**config.mk**
```make
export PLATFORM = sky130hd
export DESIGN_NAME = formatted_bcd_arith_unit
export DESIGN_NICKNAME = d
export VERILOG_FILES = /design/src/hdl/formatted_bcd_arith_pkg.sv /design/src/hdl/bcd_add32.sv /design/src/hdl/formatted_bcd_arith_unit.sv
export VERILOG_INCLUDE_DIRS = /design/src /design/src/hdl
export SDC_FILE = /design/constraint.sdc
export NUM_CORES = 1
export LEC_CHECK = 0
export ABC_AREA = 1
export ABC_CLOCK_PERIOD_IN_PS = 11700
export BUFFER_PORTS_ARGS = -buffer_cell sky130_fd_sc_hd__buf_2
export CORE_MARGIN = 1
export CORE_UTILIZATION = 56
export CTS_BUF_LIST = sky130_fd_sc_hd__clkbuf_4
export DETAILED_ROUTE_END_ITERATION = 8
export PLACE_DENSITY = 0.8
export SLEW_MARGIN = 25
export SYNTH_ARGS = -nofsm -noshare
export SYNTH_HDL_FRONTEND = slang
export SYNTH_SLANG_ARGS = --single-unit
```
**constraint.sdc**
```tcl
create_clock -name clk_sys_i -period 11.7 [get_ports clk_sys_i]
set_input_delay 2.34 -clock clk_sys_i [delete_from_list [all_inputs] [get_ports clk_sys_i]]
set_output_delay 2.34 -clock clk_sys_i [all_outputs]
set_load 0.1 [all_outputs]
```
**src/hdl/formatted_bcd_arith_defs.svh**
```systemverilog
/*
  Constants of the formatted BCD arithmetic unit: operand counts, field
  positions, reset values and digit counts.
  Assumes it is included by its bare name from the package and the modules.
*/
`ifndef FORMATTED_BCD_ARITH_DEFS_SVH
`define FORMATTED_BCD_ARITH_DEFS_SVH

// Legal discrete-bit counts
`define FBA_CNT_MIN 6'd1
`define FBA_CNT_MAX_WIDE 6'd32
`define FBA_CNT_MAX_NARROW 6'd16

// Accumulator and stack reset values
`define FBA_ACC_RST 32'h0000_0000
`define FBA_STK_RST 32'h0000_0000

// Digit layout
`define FBA_DIGITS 8
`define FBA_DIGIT_W 4
`define FBA_LOW_DIGIT_TOP 2'h3
`define FBA_HALF_DIGIT 3

// Largest decimal digit
`define FBA_MAX_DIGIT 4'h9

`endif

```
**src/hdl/formatted_bcd_arith_pkg.sv**
```systemverilog
/*
  Types of the formatted BCD arithmetic unit: operation codes, sequencer
  states, command and flag carriers.
  Assumes the constants header sits beside it.
*/
`include "formatted_bcd_arith_defs.svh"

package formatted_bcd_arith_pkg;

    // Formatted operations
    typedef enum logic [1:0] {
        OP_ADD_FROM_BITS,
        OP_SUB_FROM_BITS,
        OP_MUL_FROM_BITS,
        OP_DIV_FROM_BITS
    } op_t;

    // Sequencer states
    typedef enum logic [3:0] {
        S_IDLE,
        S_REQ,
        S_CAP,
        S_EXEC,
        S_MUL_SH,
        S_MUL_ADD,
        S_DIV_SH,
        S_DIV_SUB,
        S_FIN
    } state_t;

    // Command from the instruction sequencer
    typedef struct packed {
        op_t op;
        logic [15:0] bit_addr;
        logic [5:0] bit_cnt;
    } cmd_t;

    // Status flags
    typedef struct packed {
        logic zero_flag;
        logic negative_flag;
        logic carry16_flag;
        logic carry32_flag;
        logic borrow16_flag;
        logic borrow32_flag;
        logic bad_bcd_flag;
    } flags_t;

endpackage : formatted_bcd_arith_pkg

```
**src/hdl/bcd_add32.sv**
```systemverilog
/*
  Eight-digit ripple BCD adder/subtractor, purely combinational.
  Assumes valid BCD inputs for a meaningful sum; bad digits still give a
  defined result. Subtraction is ten's complement, carry high means no borrow.
*/
`timescale 1ns/1ps
`default_nettype none
`include "formatted_bcd_arith_defs.svh"

module bcd_add32
    import formatted_bcd_arith_pkg::*;
(
    // Operands
    input wire logic [31:0] a_i,
    input wire logic [31:0] b_i,
    input wire logic sub_i,
    // Results
    output logic [31:0] sum_o,
    output logic cout16_o,
    output logic cout32_o
);

    logic [`FBA_DIGITS:0] carry;

    // Subtraction enters with carry one for ten's complement
    assign carry[0] = sub_i;

    // One decimal digit stage per nibble
    genvar g;
    generate
        for (g = 0; g < `FBA_DIGITS; g = g + 1) begin : g_digit
            logic [3:0] bd;
            logic [4:0] raw;
            logic [4:0] fix;
            assign bd = sub_i ? (`FBA_MAX_DIGIT - b_i[4*g +: 4]) : b_i[4*g +: 4];
            assign raw = {1'b0, a_i[4*g +: 4]} + {1'b0, bd} + {4'h0, carry[g]};
            assign fix = (raw > 5'h09) ? (raw + 5'h06) : raw;
            assign sum_o[4*g +: 4] = fix[3:0];
            assign carry[g+1] = (raw > 5'h09);
        end
    endgenerate

    assign cout16_o = carry[`FBA_HALF_DIGIT + 1];
    assign cout32_o = carry[`FBA_DIGITS];

endmodule : bcd_add32

`default_nettype wire

```
**src/hdl/formatted_bcd_arith_unit.sv**
```systemverilog
/*
  Formatted BCD arithmetic unit: add, subtract, multiply and divide with a
  second operand gathered from consecutive discrete bits.
  Assumes a discrete bit memory on the same clock that answers a read one
  cycle after the read enable, and an instruction sequencer that waits for
  done before fetching the next instruction's operands.
*/
`timescale 1ns/1ps
`default_nettype none
`include "formatted_bcd_arith_defs.svh"

module formatted_bcd_arith_unit
    import formatted_bcd_arith_pkg::*;
#(
    parameter int ADDR_W = 16
) (
    // Clock and reset
    input wire logic clk_sys_i,
    input wire logic rst_i,
    // Command from the sequencer
    input wire logic start_i,
    input wire cmd_t cmd_i,
    output logic busy_o,
    output logic done_o,
    output logic illegal_o,
    // Accumulator load from the sequencer
    input wire logic acc_load_i,
    input wire logic [31:0] acc_load_data_i,
    output logic [31:0] acc_o,
    // Discrete bit memory read port
    output logic bit_rd_en_o,
    output logic [ADDR_W-1:0] bit_rd_addr_o,
    input wire logic bit_rd_data_i,
    // First stack level write
    output logic stack_wr_o,
    output logic [31:0] stack_data_o,
    // Status flags
    output flags_t flags_o
);

    // Whole state of the block
    typedef struct packed {
        state_t st;
        op_t op;
        logic [ADDR_W-1:0] base;
        logic [5:0] cnt;
        logic [5:0] idx;
        logic [31:0] opnd;
        logic [31:0] acc;
        logic [31:0] work;
        logic [15:0] quo;
        logic [1:0] dig;
        logic [3:0] rep;
        logic busy;
        logic done;
        logic illegal;
        logic rd_en;
        logic [ADDR_W-1:0] rd_addr;
        logic stk_wr;
        logic [31:0] stk_data;
        flags_t flags;
    } unit_state_t;

    unit_state_t r;
    unit_state_t r_nxt;

    // Adder shared by all operations
    logic [31:0] add_a;
    logic [31:0] add_b;
    logic add_sub;
    logic [31:0] add_sum;
    logic add_c16;
    logic add_c32;

    bcd_add32 u_add (
        .a_i(add_a),
        .b_i(add_b),
        .sub_i(add_sub),
        .sum_o(add_sum),
        .cout16_o(add_c16),
        .cout32_o(add_c32)
    );

    // True when every nibble holds a decimal digit
    function automatic logic is_bcd32(input logic [31:0] v);
        logic ok;
        ok = 1'b1;
        for (int i = 0; i < `FBA_DIGITS; i++) begin
            if (v[4*i +: 4] > `FBA_MAX_DIGIT) begin
                ok = 1'b0;
            end
        end
        return ok;
    endfunction : is_bcd32

    // Legal bit count for the given operation
    function automatic logic cnt_ok(input op_t op, input logic [5:0] cnt);
        logic [5:0] top;
        top = (op == OP_ADD_FROM_BITS || op == OP_SUB_FROM_BITS) ?
              `FBA_CNT_MAX_WIDE : `FBA_CNT_MAX_NARROW;
        return (cnt >= `FBA_CNT_MIN) && (cnt <= top);
    endfunction : cnt_ok

    // Digit of a 16-bit value picked by the digit index
    function automatic logic [3:0] digit_of(input logic [15:0] v, input logic [1:0] d);
        return v[{d, 2'b00} +: 4];
    endfunction : digit_of

    // Adder operand steering; S_MUL_ADD and S_DIV_SUB use the adder their own way
    always_comb begin
        add_a = r.acc;
        add_b = r.opnd;
        add_sub = (r.op == OP_SUB_FROM_BITS);
        case (r.st)
            S_MUL_ADD: begin
                add_a = r.work;
                add_b = {16'h0000, r.acc[15:0]};
                add_sub = 1'b0;
            end
            S_DIV_SUB: begin
                add_a = r.work;
                add_b = {16'h0000, r.opnd[15:0]};
                add_sub = 1'b1;
            end
            default: begin
                add_a = r.acc;
                add_b = r.opnd;
                add_sub = (r.op == OP_SUB_FROM_BITS);
            end
        endcase
    end

    // Next-state logic
    always_comb begin
        r_nxt = r;
        r_nxt.done = 1'b0;
        r_nxt.illegal = 1'b0;
        r_nxt.rd_en = 1'b0;
        r_nxt.stk_wr = 1'b0;
        case (r.st)
            S_IDLE: begin
                // Loads only between operations, so results are never overrun
                if (acc_load_i) begin
                    r_nxt.acc = acc_load_data_i;
                end
                if (start_i) begin
                    if (cnt_ok(cmd_i.op, cmd_i.bit_cnt)) begin
                        r_nxt.op = cmd_i.op;
                        r_nxt.base = cmd_i.bit_addr[ADDR_W-1:0];
                        r_nxt.cnt = cmd_i.bit_cnt;
                        r_nxt.idx = 6'h00;
                        r_nxt.opnd = 32'h0000_0000;
                        r_nxt.busy = 1'b1;
                        r_nxt.st = S_REQ;
                    end else begin
                        // Refused: nothing changes, flags included
                        r_nxt.illegal = 1'b1;
                        r_nxt.done = 1'b1;
                    end
                end
            end
            S_REQ: begin
                // One read per bit; the memory answers in the next cycle
                r_nxt.rd_en = 1'b1;
                r_nxt.rd_addr = r.base + ADDR_W'(r.idx);
                r_nxt.st = S_CAP;
            end
            S_CAP: begin
                // Wait one more cycle for the data behind the read
                if (r.rd_en) begin
                    r_nxt.st = S_CAP;
                end else begin
                    r_nxt.opnd[r.idx[4:0]] = bit_rd_data_i;
                    r_nxt.idx = r.idx + 6'h01;
                    r_nxt.st = (r.idx + 6'h01 == r.cnt) ? S_EXEC : S_REQ;
                end
            end
            S_EXEC: begin
                case (r.op)
                    OP_ADD_FROM_BITS: begin
                        r_nxt.acc = add_sum;
                        r_nxt.flags.carry16_flag = add_c16;
                        r_nxt.flags.carry32_flag = add_c32;
                        r_nxt.flags.bad_bcd_flag = !(is_bcd32(r.acc) && is_bcd32(r.opnd));
                        r_nxt.st = S_FIN;
                    end
                    OP_SUB_FROM_BITS: begin
                        r_nxt.acc = add_sum;
                        r_nxt.flags.borrow16_flag = !add_c16;
                        r_nxt.flags.borrow32_flag = !add_c32;
                        r_nxt.flags.bad_bcd_flag = !(is_bcd32(r.acc) && is_bcd32(r.opnd));
                        r_nxt.st = S_FIN;
                    end
                    OP_MUL_FROM_BITS: begin
                        // Only the low four digits take part
                        r_nxt.flags.bad_bcd_flag = !(is_bcd32({16'h0000, r.acc[15:0]}) &&
                                                     is_bcd32(r.opnd));
                        r_nxt.work = 32'h0000_0000;
                        r_nxt.dig = `FBA_LOW_DIGIT_TOP;
                        r_nxt.st = S_MUL_SH;
                    end
                    default: begin
                        r_nxt.flags.bad_bcd_flag = !(is_bcd32({16'h0000, r.acc[15:0]}) &&
                                                     is_bcd32(r.opnd));
                        r_nxt.work = 32'h0000_0000;
                        r_nxt.quo = 16'h0000;
                        r_nxt.dig = `FBA_LOW_DIGIT_TOP;
                        r_nxt.st = S_DIV_SH;
                    end
                endcase
            end
            S_MUL_SH: begin
                // Times ten is a one-digit shift in BCD
                r_nxt.work = {r.work[27:0], 4'h0};
                r_nxt.rep = 4'h0;
                r_nxt.st = S_MUL_ADD;
            end
            S_MUL_ADD: begin
                // Repeated addition; a bad digit still ends within fifteen steps
                if (r.rep == digit_of(r.opnd[15:0], r.dig)) begin
                    if (r.dig == 2'h0) begin
                        r_nxt.acc = r.work;
                        r_nxt.st = S_FIN;
                    end else begin
                        r_nxt.dig = r.dig - 2'h1;
                        r_nxt.st = S_MUL_SH;
                    end
                end else begin
                    r_nxt.work = add_sum;
                    r_nxt.rep = r.rep + 4'h1;
                end
            end
            S_DIV_SH: begin
                // Bring down the next dividend digit
                r_nxt.work = {r.work[27:0], digit_of(r.acc[15:0], r.dig)};
                r_nxt.quo = {r.quo[11:0], 4'h0};
                r_nxt.st = S_DIV_SUB;
            end
            S_DIV_SUB: begin
                // Trial subtraction; no borrow means one more quotient count
                if (add_c32 && (r.opnd[15:0] != 16'h0000)) begin
                    r_nxt.work = add_sum;
                    r_nxt.quo = r.quo + 16'h0001;
                end else if (r.dig == 2'h0) begin
                    r_nxt.acc = {16'h0000, r.quo};
                    r_nxt.stk_data = r.work;
                    r_nxt.stk_wr = 1'b1;
                    r_nxt.st = S_FIN;
                end else begin
                    r_nxt.dig = r.dig - 2'h1;
                    r_nxt.st = S_DIV_SH;
                end
            end
            S_FIN: begin
                // Flags from the accumulator, then release the sequencer
                r_nxt.flags.zero_flag = (r.acc == 32'h0000_0000);
                r_nxt.flags.negative_flag = r.acc[31];
                r_nxt.done = 1'b1;
                r_nxt.busy = 1'b0;
                r_nxt.st = S_IDLE;
            end
            default: begin
                r_nxt.st = S_IDLE;
                r_nxt.busy = 1'b0;
            end
        endcase
    end

    // State register with synchronous reset
    always_ff @(posedge clk_sys_i) begin
        if (rst_i) begin
            r <= '0;
            r.st <= S_IDLE;
            r.acc <= `FBA_ACC_RST;
            r.stk_data <= `FBA_STK_RST;
        end else begin
            r <= r_nxt;
        end
    end

    // Every output is a field of the state register
    assign busy_o = r.busy;
    assign done_o = r.done;
    assign illegal_o = r.illegal;
    assign acc_o = r.acc;
    assign bit_rd_en_o = r.rd_en;
    assign bit_rd_addr_o = r.rd_addr;
    assign stack_wr_o = r.stk_wr;
    assign stack_data_o = r.stk_data;
    assign flags_o = r.flags;

endmodule : formatted_bcd_arith_unit

`default_nettype wire

```
; ---- After elaboration in Yosys (flattened, before gate mapping)
; Index checks and enable logic that the tools add are counted.
[classes]
addsub = 37
magnitude_cmp = 28
n_eq_ne = 26
shifts = 2
muxes = 95
bitwise_logic = 5
reduce_logical = 44
[op_table]
columns = op, count
row1 = 32-bit two-way mux, 9
row2 = 32-bit one-hot mux with 5 select lines, 1
row3 = 66-bit two-way mux, 2
row4 = 32-bit one-hot mux with 4 select lines, 1
row5 = 4-bit two-way mux, 21
row6 = 38-bit one-hot mux with 2 select lines, 1
row7 = 4-bit greater-than comparator (second input constant), 16
row8 = 32-bit one-hot mux with 2 select lines, 1
row9 = 48-bit two-way mux, 1
row10 = 16-bit one-hot mux with 3 select lines, 1
row11 = 4-bit by 4-bit adder with 5-bit output, 8
row12 = 5-bit by 1-bit adder with 5-bit output, 8
row13 = 5-bit by 4-bit greater-than comparator with 1-bit output (second input constant), 8
row14 = 38-bit two-way mux, 1
row15 = 1-bit two-way mux, 34
row16 = 33-bit two-way mux, 1
row17 = 4-bit by 3-bit adder with 4-bit output (second input constant), 8
row18 = 32-bit bitwise mux, 1
row19 = 32-bit logical NOT, 1
row20 = 4-bit one-hot mux with 8 select lines, 1
row21 = 16-bit by 5-bit indexed part select with 4-bit output, 2
row22 = 4-bit subtractor (first input constant), 8
row23 = 2-bit != test (second input constant), 13
row24 = 17-bit two-way mux, 1
row25 = 44 further kinds, 88
[word_totals]
regBits = 212
in_bits = 61
output_inout_bits = 92
word_cells = 262

; ---- Logic depth before layout (Yosys ltp)
[logic_depth]
ltp_word = 24
depth_mapped = 84

; ---- Hierarchy
; A second synthesis with hierarchy kept.
[unflattened]
hier_cells = 2299
hier_area_um2 = 14818.0
[by_module_without_submodules]
columns = mod, instances, cells_each, area_per_inst_um2, seq_area_each_um2
row1 = formatted_bcd_arith_unit, 1, 1905, 12373.1, 4244.1
row2 = bcd_add32, 1, 394, 2444.8, 0.0

; ---- Worst setup path after synthesis
; No wires, ideal clock.
[synth_path]
kind = reg2reg
start = reg r[208] (netlist name)
end = reg r (netlist bit acc_o[4])
setup_time_ns = 0.128
arrival_time_ns = 12.551
t_required_ns = 11.572
slack_ns = -0.979
stages_incl_launch_ff = 80
path_buffers = 4
synth_period_minus_slack_ns = 12.679
cell_sequence = dfxtp_1 > buf_4 > inv_1 > nor2_2 > nand2_4 > clkbuf_1 > buf_1 > nand2_1 > o21a_1 > ha_1 > nand2_1 > o21ai_0 > ha_1 > xnor2_1 > ha_1 > nand2_1 > nand2_1 > nand2_1 > [44 not listed] > nand2_1 > inv_1 > fa_1 > fa_1 > xor2_1 > ha_1 > nand2_1 > nand2_1 > nand3_1 > nand2_2 > nand3_1 > nand2_1 > inv_2 > nand2_4 > inv_4 > buf_4 > o21ai_1 > nor2_1
[synth_between]
elab_chain_cells = 24
[synth_rtl]
columns = item, line_no
row1 = start: declaration, formatted_bcd_arith_unit.sv:64  ; unit_state_t r;
row2 = start signal: assignment, formatted_bcd_arith_unit.sv:277  ; r <= r_nxt;
row3 = 4-bit by 3-bit == test with 1-bit output, "formatted_bcd_arith_unit.sv:114, formatted_bcd_arith_unit.sv:140"
row4 = 32-bit one-hot mux with 2 select lines, formatted_bcd_arith_unit.sv:114  ; case (r.st)
row5 = 4-bit subtractor (no source line), --
row6 = 4-bit two-way mux, bcd_add32.sv:35  ; assign bd = sub_i ? (`FBA_MAX_DIGIT - b_i[4*g +: 4]) : b_i[4*g +: 4];
row7 = 4-bit by 4-bit adder with 5-bit output, bcd_add32.sv:36  ; assign raw = {1'b0, a_i[4*g +: 4]} + {1'b0, bd} + {4'h0, carry[g]};
row8 = 5-bit by 1-bit adder with 5-bit output, bcd_add32.sv:36
row9 = 5-bit by 4-bit greater-than comparator with 1-bit output, bcd_add32.sv:39  ; assign carry[g+1] = (raw > 5'h09);
row10 = 5-bit by 1-bit adder with 5-bit output, bcd_add32.sv:36
row11 = [8 not listed], --
row12 = 5-bit by 4-bit greater-than comparator with 1-bit output, bcd_add32.sv:39
row13 = 5-bit by 1-bit adder with 5-bit output, bcd_add32.sv:36
row14 = 5-bit by 4-bit greater-than comparator with 1-bit output, bcd_add32.sv:39
row15 = 5-bit by 1-bit adder with 5-bit output, bcd_add32.sv:36
row16 = 5-bit by 4-bit greater-than comparator with 1-bit output, bcd_add32.sv:39
row17 = 1-bit logical AND, formatted_bcd_arith_unit.sv:241  ; if (add_c32 && (r.opnd[15:0] != 16'h0000)) begin
row18 = 2-bit != test (no source line), --
row19 = 7-bit AND reduction (no source line), --
; Several ways; a longest one is shown, not always the timed one. The select of a mux whose other input is x is not followed.
; A chain may end at the register's enable or synchronous reset.

; ---- Worst setup path in the final report
[layout_path]
start = reg r[208] (netlist name)
end = reg r[69] (netlist name)
[layout_between]
elab_chain_cells = 24
[layout_rtl]
columns = item, line_no
row1 = 4-bit by 3-bit == test with 1-bit output (on tied branches), "formatted_bcd_arith_unit.sv:114, formatted_bcd_arith_unit.sv:140"
row2 = 32-bit one-hot mux with 2 select lines, formatted_bcd_arith_unit.sv:114
row3 = 4-bit subtractor (no source line), --
row4 = 4-bit two-way mux, bcd_add32.sv:35
row5 = 4-bit by 4-bit adder with 5-bit output, bcd_add32.sv:36
row6 = 5-bit by 1-bit adder with 5-bit output, bcd_add32.sv:36
row7 = 5-bit by 4-bit greater-than comparator with 1-bit output, bcd_add32.sv:39
row8 = 5-bit by 1-bit adder with 5-bit output, bcd_add32.sv:36
row9 = [8 not listed], --
row10 = 5-bit by 4-bit greater-than comparator with 1-bit output, bcd_add32.sv:39
row11 = 5-bit by 1-bit adder with 5-bit output, bcd_add32.sv:36
row12 = 5-bit by 4-bit greater-than comparator with 1-bit output, bcd_add32.sv:39
row13 = 5-bit by 1-bit adder with 5-bit output, bcd_add32.sv:36
row14 = 5-bit by 4-bit greater-than comparator with 1-bit output, bcd_add32.sv:39
row15 = 1-bit logical AND, formatted_bcd_arith_unit.sv:241
row16 = 2-bit != test (no source line), --
row17 = 3-bit AND reduction (no source line), --
; Several ways; a longest one is shown, not always the timed one.

==> reports/qor.yml <==
critical_path:
  max_stage_delay_ns: 0.55
  startpoint_type: "flop"
  reg2reg_slack_ns: -0.02
  crit_fanout: 7
  cpMaxStageDelayCell: "fa_2"
  path_class: "reg -> reg"
  rr_startpoint: "r[208]"
  r2r_end: "r[69]"
  endpoint_kind: "flop"
  rr_worst_depth: 73
  arrival_ns: 12.34
  cp_common_cell: "fa_2"
  crit_required_ns: 12.32
final_layout:
  final_cell_area_um2: 16600
  nets: 2330
  post-route-util: 0.681
  fillers: 2076
  area_growth_pct: 19.6
  drive_above_1_share: 0.249
timing:
  fin_crit_sh: 1.00
  rsz0062_at_grt: "true"
  max_freq_mhz: 85.3
  hold_slack_ns: 0.456
  fin_crit_ns: 11.72
  setup_ws_ns: -0.0178
  hold_viol_final: 0
  relSlewSlack: 0.353
  fin_skew_ns: 0.0340
  slew_viol_final: 0
  worst_pin_slew_ns: 0.967
  setup_viol: 3
global_route:
  grt_pass1_wl_um: 67500
  grt_remaining_overflow: 0
  grt_pass1_vias: 13192
  grt_max_degree: 107
  track_usage: 0.327
  antenna_found_initial: 1
route:
  wl_met3_um: 4770
  drt-vias-per-instance: 5.80
  wl_met1_um: 18000
  wl_met2_um: 20700
  drc: 0
  drt_iter0_markers: 1518
  first_pass_iters: 6
  wire_per_inst_um: 17.7
  drt_wl_total_um: 45500
  ant_nets: 0
  topRoutingLayerUsed: "met4"
  via_count: 14885
floorplan:
  core_um2: 24300
  dieArea_um2: 25400
  initial_core_util: 0.570
  die_y_um: 159
  die_w_um: 159
  rows: 57
  ios: 153
clock_tree:
  insertion_delay_ns: 0.69
  cts_max_path_buffers: 3
  root_buffer: "clkbuf_4"
  htree_levels: 2
  cts.sinks: 212
  clk_pin_slew_ns: 0.07
  cts-hold-fix-buffers: 0
  cts_buffers: 58
  cts_tree: "built"
logic_synthesis:
  synth.area.top_cells: "dfxtp_1 31%, nand2_1 12%, o21ai_0 7.8%, a21oi_1 7.6%, ha_1 5.1%"
  yosysWarnings: 0
  netlist.area_leader.share: 0.306
  synth_most_common_cell: "nand2_1"
  ys.flop_type: "dfxtp_1"
  yosysTopAreaCell: "dfxtp_1"
  synth-seq-area-share: 0.306
  syn_inst: 2055
  synth_seq_cells: 212
  synthArstFlopShare: 0
  syn_area_um2: 13900
  synth_edf_count: 0
  synth_cell_types: 55
  synth_fp_nets: 2189
  syn-mean-instance-area_um2: 6.74
  synthTopCellsByCount: "442 x nand2_1, 215 x o21ai_0, 212 x dfxtp_1"
place:
  place_ws_ns: -0.294
  hpwl_um: 30600
  port_buffers: 152
  dpl-instance-area_um2: 14800
  gp_congestion: 0.946
power:
  switching_share: 0.371
  power_switching_mw: 0.746
  p_clk_frac: 0.328
  seq_power_share: 0.386
  ir_worst_vdd_mv: 0.0750
  p_comb_frac: 0.286
  p_total_mw: 2.01
  p_per_area_nw_per_um2: 121
  p_leak_nw: 7.27
  cell_internal_pwr_mw: 1.27
status:
  status: "finished with violations"
  violations: "setup timing"
run:
  maxCapViolCount: 0
hold_path:
  min_from: "stack_data_o[24]"
  holdPathEnd: "stack_data_o[24]"
  hold_path_depth: 2
  hold_class: "reg -> reg"
[worst max path at each step]
stage	slack (ns)	endpoint	cells past startpoint	from
2_1_floorplan	-0.28	acc_o[22]	78	r[208]
3_3_place_gp	0.04	r[69]	72	r[211]
3_5_place_dp	-0.29	r[69]	75	r[208]
4_1_cts	0.005	r[71]	73	r[208]
5_1_grt	-0.61	r[79]	75	r[208]
6_report	-0.02	r[69]	73	r[208]
[layout make-up]
type | instances | area [um^2] | share of cell area
multi-input combinational | 1447 | 8320 | 0.502
sequential | 212 | 4250 | 0.256
timing repair buffer | 277 | 2090 | 0.126
inverter | 200 | 792 | 0.0478
clock buffer | 85 | 638 | 0.0385
tap | 324 | 405 | 0.0245
clock inverter | 19 | 77.6 | 0.00468
antenna | 1 | 2.50 | 0.000151
[critical path: cells and delay by family (launching register included)]
family / cells / cell delay [ns]
flops: 1 / 0.35
simple gates: 27 / 2.40
fa+ha+maj: 17 / 5.78
buf+inv: 18 / 1.23
compound gates: 7 / 1.16
xor+xnor: 4 / 0.70
[state kept, by name (all words and copies together), names as in the netlist]
signal,count
stack_wr_o,1
acc_o,32
bit_rd_addr_o,16
stack_data_o,32
done_o,1
r,120
illegal_o,1
bit_rd_en_o,1
busy_o,1
flags_o,7
[power groups by stage]
stage	Sequential [mW]	Clock, mW	Combinational, mW
floorplan	0.788	0	0.394
global placement	0.792	0	0.513
detailed placement	0.792	0	0.521
CTS	0.776	0.666	0.525
global route	0.780	0.711	0.616
finish	0.778	0.660	0.575
[timing repair]
item	4_1_cts	5_1_grt
endpoints found under the setup margin	119	121
hold endpoints to repair	0	0
cloned	0	16
pin swaps	7	68
gates resized for setup	8	156
buffers inserted	3	25
[cells in the final DEF, fill, tap and decap left out, types with 10 or more instances in the layout]
cell type and instances:
nand2_1 396, dfxtp_1 210, a21oi_1 189, o21ai_0 181, inv_1 169, buf_2 151, nor2_1 137, nand3_1 133
buf_4 93, clkbuf_4 85, ha_1 52, xor2_1 39, nand2_2 36, o21ai_1 36, o22ai_1 29, inv_2 25
a21oi_2 25, o21ai_2 18, nand2_4 16, fa_2 15, nand4_1 14, clkinv_1 14, clkbuf_16 13, xnor2_1 10
[per-layer routing]
layer	global-route usage	vias up
met5	0	-
met1	0.441	6807
met3	0.0649	160
met4	0.140	0
li1	-	7056
met2	0.509	862
[metrics by stage]
stage / TNS, ns / instances
floorplan: -26.51 / 2055
global placement: 0 / 2416
detailed placement: -21.65 / 2416
CTS: 0 / 2523
global route: -60.04 / 2565
finish: -0.0298 / 2565
[cell families (layout without fill, tap and decap cells)]
logic type | Yosys count | in the layout | share of synthesized area
AO/OA/AOI/OAI | 533 | 533 | 0.208
XOR/XNOR | 56 | 56 | 0.0354
adder cells (fa/ha/maj) | 73 | 73 | 0.0746
buffers and inverters | 396 | 581 | 0.135
flip-flops | 212 | 212 | 0.306
other | 0 | 1 | 0
AND/OR/NAND/NOR | 785 | 785 | 0.241
Power figures use the tool's default switching activity.
